<file path="config.mk">
export PLATFORM = sky130hd
export DESIGN_NAME = uir_device_flat
export DESIGN_NICKNAME = d
export VERILOG_FILES = /design/src/uir_pkg.sv /design/src/uir_reg_if.sv /design/src/uir_device.sv /design/src/flat_wrapper.sv
export SDC_FILE = /design/constraint.sdc
export NUM_CORES = 1
export LEC_CHECK = 0
export ABC_AREA = 1
export BUFFER_PORTS_ARGS = -buffer_cell sky130_fd_sc_hd__buf_2
export CORE_UTILIZATION = 44
export DETAILED_ROUTE_END_ITERATION = 8
export PLACE_DENSITY = 0.68
export SYNTH_ARGS = -nofsm -noshare
export SYNTH_HDL_FRONTEND = slang
export SYNTH_SLANG_ARGS = --single-unit
</file>
<file path="constraint.sdc">
create_clock -name i_clk_sys -period 1.6 [get_ports i_clk_sys]
set_input_delay 0.08 -clock i_clk_sys [delete_from_list [all_inputs] [get_ports i_clk_sys]]
set_output_delay 0.08 -clock i_clk_sys [all_outputs]
set_load 0.03 [all_outputs]
</file>
<file path="src/uir_pkg.sv">
// Shared constants for the USB interrupt and endpoint reset block.
package uir_pkg;
   // Register offsets, byte addresses on the local register port.
   localparam logic [7:0] UIR_OFF_IRQ_UNMASK = 8'h10;
   localparam logic [7:0] UIR_OFF_IRQ_MASKOFF = 8'h14;
   localparam logic [7:0] UIR_OFF_IRQ_MASK_VIEW = 8'h18;
   localparam logic [7:0] UIR_OFF_IRQ_STATUS = 8'h1C;
   localparam logic [7:0] UIR_OFF_IRQ_CLEAR = 8'h20;
   localparam logic [7:0] UIR_OFF_EP_FIFO_RESET = 8'h28;
   // Bit positions in the status, mask and clear words.
   localparam int UIR_BIT_ENDPOINT_ZERO = 0;
   localparam int UIR_BIT_SUSPEND = 8;
   localparam int UIR_BIT_HOST_RESUME = 9;
   localparam int UIR_BIT_EXT_RESUME = 10;
   localparam int UIR_BIT_FRAME_START = 11;
   localparam int UIR_BIT_BUS_RESET_DONE = 12;
   localparam int UIR_BIT_WAKEUP = 13;
   localparam int UIR_NUM_EP = 4;
   localparam int UIR_NUM_CAUSE = 5;
   // Implemented bits of the status word; endpoint bits are not clearable there.
   localparam logic [13:0] UIR_STATUS_IMPL = 14'h3F0F;
   localparam logic [13:0] UIR_EVENT_BITS = 14'h3F00;
   localparam logic [13:0] UIR_MASK_IMPL = 14'h2F0F;
   localparam logic [13:0] UIR_MASK_RESET = 14'h0200;
   localparam logic [13:0] UIR_STATUS_RESET = 14'h0000;
   localparam logic [3:0] UIR_EP_RESET_INIT = 4'h0;
   // Timing: idle time to suspend and length of driven resume signalling.
   localparam int UIR_CLK_HZ = 40_000_000;
   localparam int UIR_SUSPEND_IDLE_MS = 3;
   localparam int UIR_SUSPEND_CYC = UIR_CLK_HZ / 1000 * UIR_SUSPEND_IDLE_MS;
   localparam int UIR_RESUME_DRIVE_MS = 10;
   localparam int UIR_RESUME_CYC = UIR_CLK_HZ / 1000 * UIR_RESUME_DRIVE_MS;
   localparam int UIR_CNT_W = 20;
   localparam logic [UIR_CNT_W-1:0] UIR_CNT_ONE = 20'h00001;
   localparam logic [3:0] UIR_EP_HOLD_CYC = 4'h8;
endpackage

</file>
<file path="src/uir_reg_if.sv">
// Register port between firmware agent and the USB interrupt logic.
`timescale 1ns/1ps
`default_nettype none
interface uir_reg_if (
   input wire logic i_clk_sys
);
   logic wr;
   logic rd;
   logic [7:0] addr;
   logic [31:0] wdata;
   logic [31:0] rdata;
   logic rvalid;
   logic irq;

   modport dev (input wr, input rd, input addr, input wdata,
      output rdata, output rvalid, output irq);
   modport fw (output wr, output rd, output addr, output wdata,
      input rdata, input rvalid, input irq);
endinterface
`default_nettype wire

</file>
<file path="src/uir_device.sv">
// USB device interrupt flags, mask, clear and endpoint FIFO reset logic.
`timescale 1ns/1ps
`default_nettype none
// How it works
// Endpoint flag set by any cause bit.
// Endpoint flag sticks until cause bit cleared.
// Three ms idle sets suspend flag, suspends.
// Host resume signalling sets resume flag.
// Firmware clears undefined resume flag first.
// External resume edge flagged only while suspended.
// External resume plus wake enable drives resume.
// Each start-of-frame token sets frame flag.
// Bus reset end flagged; firmware prepares endpoint 0.
// Host resume or reset sets wake-up flag.
// Firmware clears undefined wake-up flag first.
// Clear register ones clear event flags.
// Clear register bit clears bus reset done.
// Endpoint reset clears FIFO, count, toggle.
// While reset bit set, pointers held zero.
// Firmware clears reset bit; flags untouched.
// Endpoint reset advised after halt removal.
// Unmask writes of one enable, zero ignored.
// Host resume mask enabled out of reset.
// Interrupt when flag and mask both set.
module uir_device #(
   parameter int SUSPEND_CYC = uir_pkg::UIR_SUSPEND_CYC,
   parameter int RESUME_CYC = uir_pkg::UIR_RESUME_CYC
) (
   input wire logic i_clk_sys,
   input wire logic i_rst,
   uir_reg_if.dev bus,
   input wire logic i_bus_activity,
   input wire logic i_host_resume,
   input wire logic i_frame_start,
   input wire logic i_bus_reset_end,
   input wire logic i_ext_resume_req,
   input wire logic i_remote_wake_enable,
   input wire logic [uir_pkg::UIR_NUM_EP*uir_pkg::UIR_NUM_CAUSE-1:0] i_ep_cause,
   output logic o_suspended,
   output logic o_resume_drive,
   output logic [uir_pkg::UIR_NUM_EP-1:0] o_ep_fifo_clear,
   output logic [uir_pkg::UIR_NUM_EP-1:0] o_ep_toggle_data0
);
   import uir_pkg::*;

   // Counter limits at the counter's width. Both defaults fit in UIR_CNT_W bits;
   // a larger override would wrap, so keep the clock rate and the times consistent.
   localparam logic [UIR_CNT_W-1:0] SUSP_LIM = UIR_CNT_W'(SUSPEND_CYC);
   localparam logic [UIR_CNT_W-1:0] RSM_LIM = UIR_CNT_W'(RESUME_CYC);

   // All state of the block lives in one packed word, filled by one process
   // and registered by another.
   typedef struct packed {
      // Flag, mask and endpoint reset registers seen by firmware.
      logic [13:0] status;
      logic [13:0] mask;
      logic [3:0] ep_reset;
      // Timers for suspend detection and for driven resume signalling.
      logic [UIR_CNT_W-1:0] idle_cnt;
      logic [UIR_CNT_W-1:0] rsm_cnt;
      logic suspended;
      logic resume_drive;
      // Two-stage synchroniser for the external request, then an edge stage.
      logic ext_s1;
      logic ext_s2;
      logic ext_s3;
      // Read port and interrupt line.
      logic [31:0] rdata;
      logic rvalid;
      logic irq;
   } uir_dev_state_t;

   // Current and next state, plus helpers that only the next-state process uses.
   uir_dev_state_t state_reg;
   uir_dev_state_t state_next;
   logic [3:0] ep_any;
   logic [13:0] set_vec;
   logic [13:0] clr_vec;
   logic ext_edge;

   // Reduce each endpoint's five cause bits to one level.
   // Causes are levels held by the endpoint logic, so no edge is needed here.
   always_comb begin
      for (int e = 0; e < UIR_NUM_EP; e++) begin
         ep_any[e] = |i_ep_cause[e*UIR_NUM_CAUSE +: UIR_NUM_CAUSE];
      end
   end

   // Next-state logic for flags, mask, suspend tracking and register reads.
   always_comb begin
      state_next = state_reg;
      state_next.rvalid = 1'b0;
      // Only the second and third stages feed the edge test; the first stays private.
      // The pin idles low like the reset value of the stages, so reset makes no false edge.
      state_next.ext_s1 = i_ext_resume_req;
      state_next.ext_s2 = state_reg.ext_s1;
      state_next.ext_s3 = state_reg.ext_s2;
      ext_edge = state_reg.ext_s2 & ~state_reg.ext_s3;

      // Event sets; the endpoint bits mirror the causes, so they stay sticky.
      set_vec = 14'h0000;
      set_vec[UIR_BIT_HOST_RESUME] = i_host_resume;
      set_vec[UIR_BIT_FRAME_START] = i_frame_start;
      set_vec[UIR_BIT_BUS_RESET_DONE] = i_bus_reset_end;
      set_vec[UIR_BIT_WAKEUP] = i_host_resume | i_bus_reset_end;
      set_vec[UIR_BIT_EXT_RESUME] = ext_edge & state_reg.suspended;

      // Suspend detection: count idle cycles, flag once at the limit.
      // The counter stops while suspended, so one idle period gives one flag;
      // activity must be seen before another idle period can start.
      if (i_bus_activity) begin
         state_next.idle_cnt = '0;
         state_next.suspended = 1'b0;
      end else if (!state_reg.suspended) begin
         if (state_reg.idle_cnt >= SUSP_LIM - UIR_CNT_ONE) begin
            state_next.suspended = 1'b1;
            set_vec[UIR_BIT_SUSPEND] = 1'b1;
            state_next.idle_cnt = '0;
         end else begin
            state_next.idle_cnt = state_reg.idle_cnt + UIR_CNT_ONE;
         end
      end

      // Remote wake-up: drive resume for a fixed time after an external request.
      // A second request while driving is ignored; the drive is not extended.
      if (state_reg.resume_drive) begin
         if (state_reg.rsm_cnt >= RSM_LIM - UIR_CNT_ONE) begin
            state_next.resume_drive = 1'b0;
            state_next.rsm_cnt = '0;
         end else begin
            state_next.rsm_cnt = state_reg.rsm_cnt + UIR_CNT_ONE;
         end
      end else if (set_vec[UIR_BIT_EXT_RESUME] && i_remote_wake_enable) begin
         state_next.resume_drive = 1'b1;
         state_next.rsm_cnt = '0;
      end

      // Register writes.
      // Unknown offsets are ignored, and the status offset is read-only, so a
      // write there changes nothing.
      clr_vec = 14'h0000;
      if (bus.wr) begin
         unique case (bus.addr)
            UIR_OFF_IRQ_UNMASK: begin
               state_next.mask = state_reg.mask | (bus.wdata[13:0] & UIR_MASK_IMPL);
            end
            UIR_OFF_IRQ_MASKOFF: begin
               state_next.mask = state_reg.mask & ~bus.wdata[13:0];
            end
            UIR_OFF_IRQ_CLEAR: begin
               clr_vec = bus.wdata[13:0] & UIR_EVENT_BITS;
            end
            UIR_OFF_EP_FIFO_RESET: begin
               state_next.ep_reset = bus.wdata[3:0];
            end
            default: begin
            end
         endcase
      end

      // Event flags: a set in the same cycle as a clear wins.
      // Endpoint bits are not stored; they follow their causes, which firmware
      // clears through each endpoint's control register.
      state_next.status[13:8] = ((state_reg.status[13:8] & ~clr_vec[13:8])
         | set_vec[13:8]) & UIR_STATUS_IMPL[13:8];
      state_next.status[3:0] = ep_any;
      state_next.status[7:4] = 4'h0;

      // Register reads answer one cycle later; unmapped offsets read zero.
      // The write-only clear offset reads zero like any unmapped one.
      if (bus.rd) begin
         state_next.rvalid = 1'b1;
         unique case (bus.addr)
            UIR_OFF_IRQ_MASK_VIEW: state_next.rdata = {18'h00000, state_reg.mask};
            UIR_OFF_IRQ_STATUS: state_next.rdata = {18'h00000, state_reg.status};
            UIR_OFF_EP_FIFO_RESET: state_next.rdata = {28'h0000000, state_reg.ep_reset};
            default: state_next.rdata = 32'h00000000;
         endcase
      end

      // Irq is taken from the next state so it rises with the flag register and
      // drops in the cycle a clear lands, not one cycle after.
      state_next.irq = |(state_next.status & state_next.mask);
   end

   // State register; undefined-after-reset flags come up cleared here.
   // Reset is synchronous; mask, status and endpoint reset values come from the package, all other fields reset to zero.
   always_ff @(posedge i_clk_sys) begin
      if (i_rst) begin
         state_reg <= '0;
         state_reg.mask <= UIR_MASK_RESET;
         state_reg.status <= UIR_STATUS_RESET;
         state_reg.ep_reset <= UIR_EP_RESET_INIT;
      end else begin
         state_reg <= state_next;
      end
   end

   // Every output is a plain copy of a state flop.
   assign bus.rdata = state_reg.rdata;
   assign bus.rvalid = state_reg.rvalid;
   assign bus.irq = state_reg.irq;
   assign o_suspended = state_reg.suspended;
   assign o_resume_drive = state_reg.resume_drive;
   // Pointers and toggle are held while the bit stays set; CSR flags are not touched.
   assign o_ep_fifo_clear = state_reg.ep_reset;
   assign o_ep_toggle_data0 = state_reg.ep_reset;
endmodule
`default_nettype wire

</file>
<file path="src/flat_wrapper.sv">
// flat-port wrapper written by rule: the top's interface ports become plain ports
module uir_device_flat import uir_pkg::*;
#(
   parameter int SUSPEND_CYC = uir_pkg::UIR_SUSPEND_CYC,
   parameter int RESUME_CYC = uir_pkg::UIR_RESUME_CYC
)
  (i_clk_sys, i_rst, i_bus_activity, i_host_resume, i_frame_start, i_bus_reset_end, i_ext_resume_req, i_remote_wake_enable, i_ep_cause, o_suspended, o_resume_drive, o_ep_fifo_clear, o_ep_toggle_data0, bus_wr, bus_rd, bus_addr, bus_wdata, bus_rdata, bus_rvalid, bus_irq);
  uir_reg_if bus_i (.i_clk_sys(i_clk_sys));
  input wire logic i_clk_sys;
  input wire logic i_rst;
  input wire logic i_bus_activity;
  input wire logic i_host_resume;
  input wire logic i_frame_start;
  input wire logic i_bus_reset_end;
  input wire logic i_ext_resume_req;
  input wire logic i_remote_wake_enable;
  input wire logic [uir_pkg::UIR_NUM_EP*uir_pkg::UIR_NUM_CAUSE-1:0] i_ep_cause;
  output logic o_suspended;
  output logic o_resume_drive;
  output logic [uir_pkg::UIR_NUM_EP-1:0] o_ep_fifo_clear;
  output logic [uir_pkg::UIR_NUM_EP-1:0] o_ep_toggle_data0;
  input wire logic [$bits(bus_i.wr)-1:0] bus_wr;
  input wire logic [$bits(bus_i.rd)-1:0] bus_rd;
  input wire logic [$bits(bus_i.addr)-1:0] bus_addr;
  input wire logic [$bits(bus_i.wdata)-1:0] bus_wdata;
  output wire logic [$bits(bus_i.rdata)-1:0] bus_rdata;
  output wire logic [$bits(bus_i.rvalid)-1:0] bus_rvalid;
  output wire logic [$bits(bus_i.irq)-1:0] bus_irq;
  assign bus_i.wr = bus_wr;
  assign bus_i.rd = bus_rd;
  assign bus_i.addr = bus_addr;
  assign bus_i.wdata = bus_wdata;
  assign bus_rdata = bus_i.rdata;
  assign bus_rvalid = bus_i.rvalid;
  assign bus_irq = bus_i.irq;
  uir_device #(.SUSPEND_CYC(SUSPEND_CYC), .RESUME_CYC(RESUME_CYC)) u_core (.i_clk_sys(i_clk_sys), .i_rst(i_rst), .bus(bus_i), .i_bus_activity(i_bus_activity), .i_host_resume(i_host_resume), .i_frame_start(i_frame_start), .i_bus_reset_end(i_bus_reset_end), .i_ext_resume_req(i_ext_resume_req), .i_remote_wake_enable(i_remote_wake_enable), .i_ep_cause(i_ep_cause), .o_suspended(o_suspended), .o_resume_drive(o_resume_drive), .o_ep_fifo_clear(o_ep_fifo_clear), .o_ep_toggle_data0(o_ep_toggle_data0));
endmodule
</file>
==> impl_metrics.py <==
metrics = {
    "power_and_ir_drop": {
        "power_w": 0.004341,
        "p_per_area_nw_per_um2": 762.6,
        "peakVddDrop_uv": 414.7,
        "p_leak_nw": 2.472,
    },
    "grt": {
        "grt_usage_pct": 20.46,
        "antenna_found_initial": 0,
        "grt_pass1_wl_um": 18500,
        "grt_pass1_vias": 4189,
        "grt_max_degree": 26,
        "overflow": 0,
    },
    "synth": {
        "ys_ff_latch": 89,
        "synth_top_area_share_pct": 37.93,
        "synthDistinctLibCells": 40,
        "synthTopCellsByCount": "159 x nand2_1, 89 x dfxtp_1, 64 x inv_1",
        "yosysSeqAreaShare_pct": 37.93,
        "yosys_warnings": 0,
        "synth_ff_type": "dfxtp_1",
        "yosys-top-cells-area": "dfxtp_1 38%, nand2_1 13%, buf_4 6.9%",
        "synthCells": 669,
        "async_flop_share_pct": 0,
        "synth_area_um2": 4697,
        "syn_area_per_cell_um2": 7.021,
        "synth-edff-count": 0,
        "synth_top_area_cell": "dfxtp_1",
        "synth_most_common_cell": "nand2_1",
    },
    "sta": {
        "hold_violations": 0,
        "clock.fmax_ghz": 0.6535,
        "setup_viol": 0,
        "drv_slew": 0,
        "finClkSkew_ps": 13.29,
        "period_minus_slack_ps": 1530,
        "finalCritPeriodShare_pct": 95.64,
        "rsz0062_at_grt": "yes",
    },
    "route": {
        "wire_per_inst_um": 12.42,
        "wirelength_um": 11190,
        "postRouteAntennaNets": 0,
        "drc": 0,
        "routed_via_density": 5.013,
        "drt_pass1_iterations": 5,
        "drt_iter0_drc": 245,
        "vias": 4517,
    },
    "place": {
        "routabilityCongestion": 0.8777,
        "dp_hpwl_um": 8118,
        "placedCellCount": 871,
        "port_buffers": 77,
    },
    "setup_path": {
        "crit_path_end_kind": "flip-flop",
        "crit_fanout": 3,
        "path_buf_inv": 3,
        "cp_slowest_cell": "dfxtp_2",
        "path_delay_family": "simple AND/OR/NAND/NOR gates",
        "max_stage_delay_ps": 360,
        "crit_top_cell": "buf_4",
        "crit_path_start_kind": "flip-flop",
        "path_cells": "inv_1 > buf_4 > nor3_4 > nand2_2 > nor2_4 > buf_4 > xor2_1 > nand3_1 > a21oi_2",
        "worstSetupPathType": "flip-flop to flip-flop",
        "crit_required_ps": 1890,
        "critPathArrivalTime_ps": 1820,
    },
    "floorplan": {
        "fp.dieW_um": 105.3,
        "ios": 114,
        "rows": 37,
        "die_area_um2": 11090,
        "die_y_um": 105.3,
        "core_area_um2": 10320,
        "start_util_pct": 45.50,
    },
    "clock_network": {
        "insertion_delay_ps": 360,
        "cts_max_level": 3,
        "clock_path_buffers": 2,
        "root_buffer": "clkbuf_8",
        "cts_buffers": 9,
        "path_clk_slew_ps": 100,
        "cts_tree": "yes",
        "cts_sinks": 89,
    },
    "cells_and_area": {
        "seq_area_um2": 1807,
        "area_growth_pct": 21.20,
        "fillers": 952,
        "drive_above_1_share_pct": 26.67,
        "fin_cells": 901,
        "multi_input_area_um2": 2424,
        "final_nets": 832,
        "num_antenna_cells": 0,
        "largest_reg_flops": 65,
    },
    "outcome": {
        "outcome": "complete, no violations",
    },
    "min_path": {
        "worstHoldPathType": "input port to flip-flop",
    },
    "run": {
        "drv_cap": 0,
    },
}
-- routing by layer --
metal / track usage [%] / up-vias / part of all wire (%)
li1: - / 2293 / -
met1: 25.10 / 2052 / 44
met2: 35.62 / 149 / 48
met3: 2.968 / 23 / 5.1
met4: 8.753 / 0 / 2.3
met5: 0 / - / 0
-- logic make-up (layout without fill, tap and decap cells) --
kind of cell    count (synthesis)  count (layout)  share of synthesized area [%]
flops                          89              89                          37.93
xor+xnor                       17              17                          3.170
buf+inv                       134             213                          14.41
compound gates                 99              99                          11.83
simple gates                  327             327                          32.05
other cells                     1              18                        0.07984
fa+ha+maj                       2               2                         0.5327
-- metrics by stage --
step                      utilization, %  instance area, um^2  hold slack [ps]  TNS (ps)  setup WS, ps
after CTS                          53.41                 5514            5.402         0         26.91
after floorplan                        -                 4761            171.6         0         102.2
after global routing               55.14                 5693            7.316    -112.6        -45.72
after detailed placement           50.27                 5190            266.4         0         3.146
final                              55.14                 5693            17.89         0         69.70
after global placement             50.27                 5190            259.7         0         67.33
-- where the power goes --
part | leakage, nW | switching, W | internal (W)
clock network | 0.115 | 0.000843 | 0.000897
logic | 1.63 | 0.000231 | 0.000123
registers | 0.730 | 0.0000128 | 0.00224
total | 2.47 | 0.00109 | 0.00326
-- repair_timing --
action                                  4_1_cts  5_1_grt
hold buffers                                 10        0
gates resized for setup                       0       51
endpoints found under the hold margin        10        0
endpoints found under the setup margin        0       33
buffers inserted                              0        4
-- worst register-to-register path, cell delays in order (launching register included) --
cell	delay (ps)
dfxtp_2	360
inv_1	50
buf_4	140
nor3_4	130
nand2_2	100
nor2_4	160
buf_4	130
xor2_1	160
nand3_1	110
a21oi_2	110
-- layout make-up --
type / instances / area share (%)
multi-input cells: 463 / 42.57
well taps: 136 / 2.989
inverters: 72 / 4.791
clock inverters: 7 / 1.758
flip-flops and latches: 89 / 31.74
clock buffers: 9 / 2.176
repair buffers: 125 / 13.98
-- cell usage in the layout (no fill, tap or decap), types with 11 or more instances in the layout --
master | Yosys | final
nand2_1 | 159 | 150
buf_2 | 4 | 77
dfxtp_1 | 89 | 75
inv_1 | 64 | 63
a21oi_1 | 63 | 61
nor2_1 | 59 | 54
nand3_1 | 48 | 44
buf_4 | 43 | 36
nor3_1 | 18 | 18
conb_1 | 1 | 18
nand2_2 | 7 | 14
xor2_1 | 12 | 12
nand4_1 | 11 | 11
dfxtp_2 | 0 | 11
-- path summary, 6_finish.rpt --
| kind | from | end | slack, ps | cells past startpoint |
|---|---|---|---|---|
| hold reg to reg | u_core.state_next[35] | u_core.state_next[34] | 410 | 2 |
| setup / recovery | u_core.state_reg[47] | u_core.state_reg[52] | 70 | 9 |
| hold / removal | bus_wdata[12] | u_core.state_reg[95] | 20 | 4 |
| setup reg to reg | u_core.state_reg[47] | u_core.state_reg[52] | 70 | 9 |
Power figures use the tool's default switching activity.
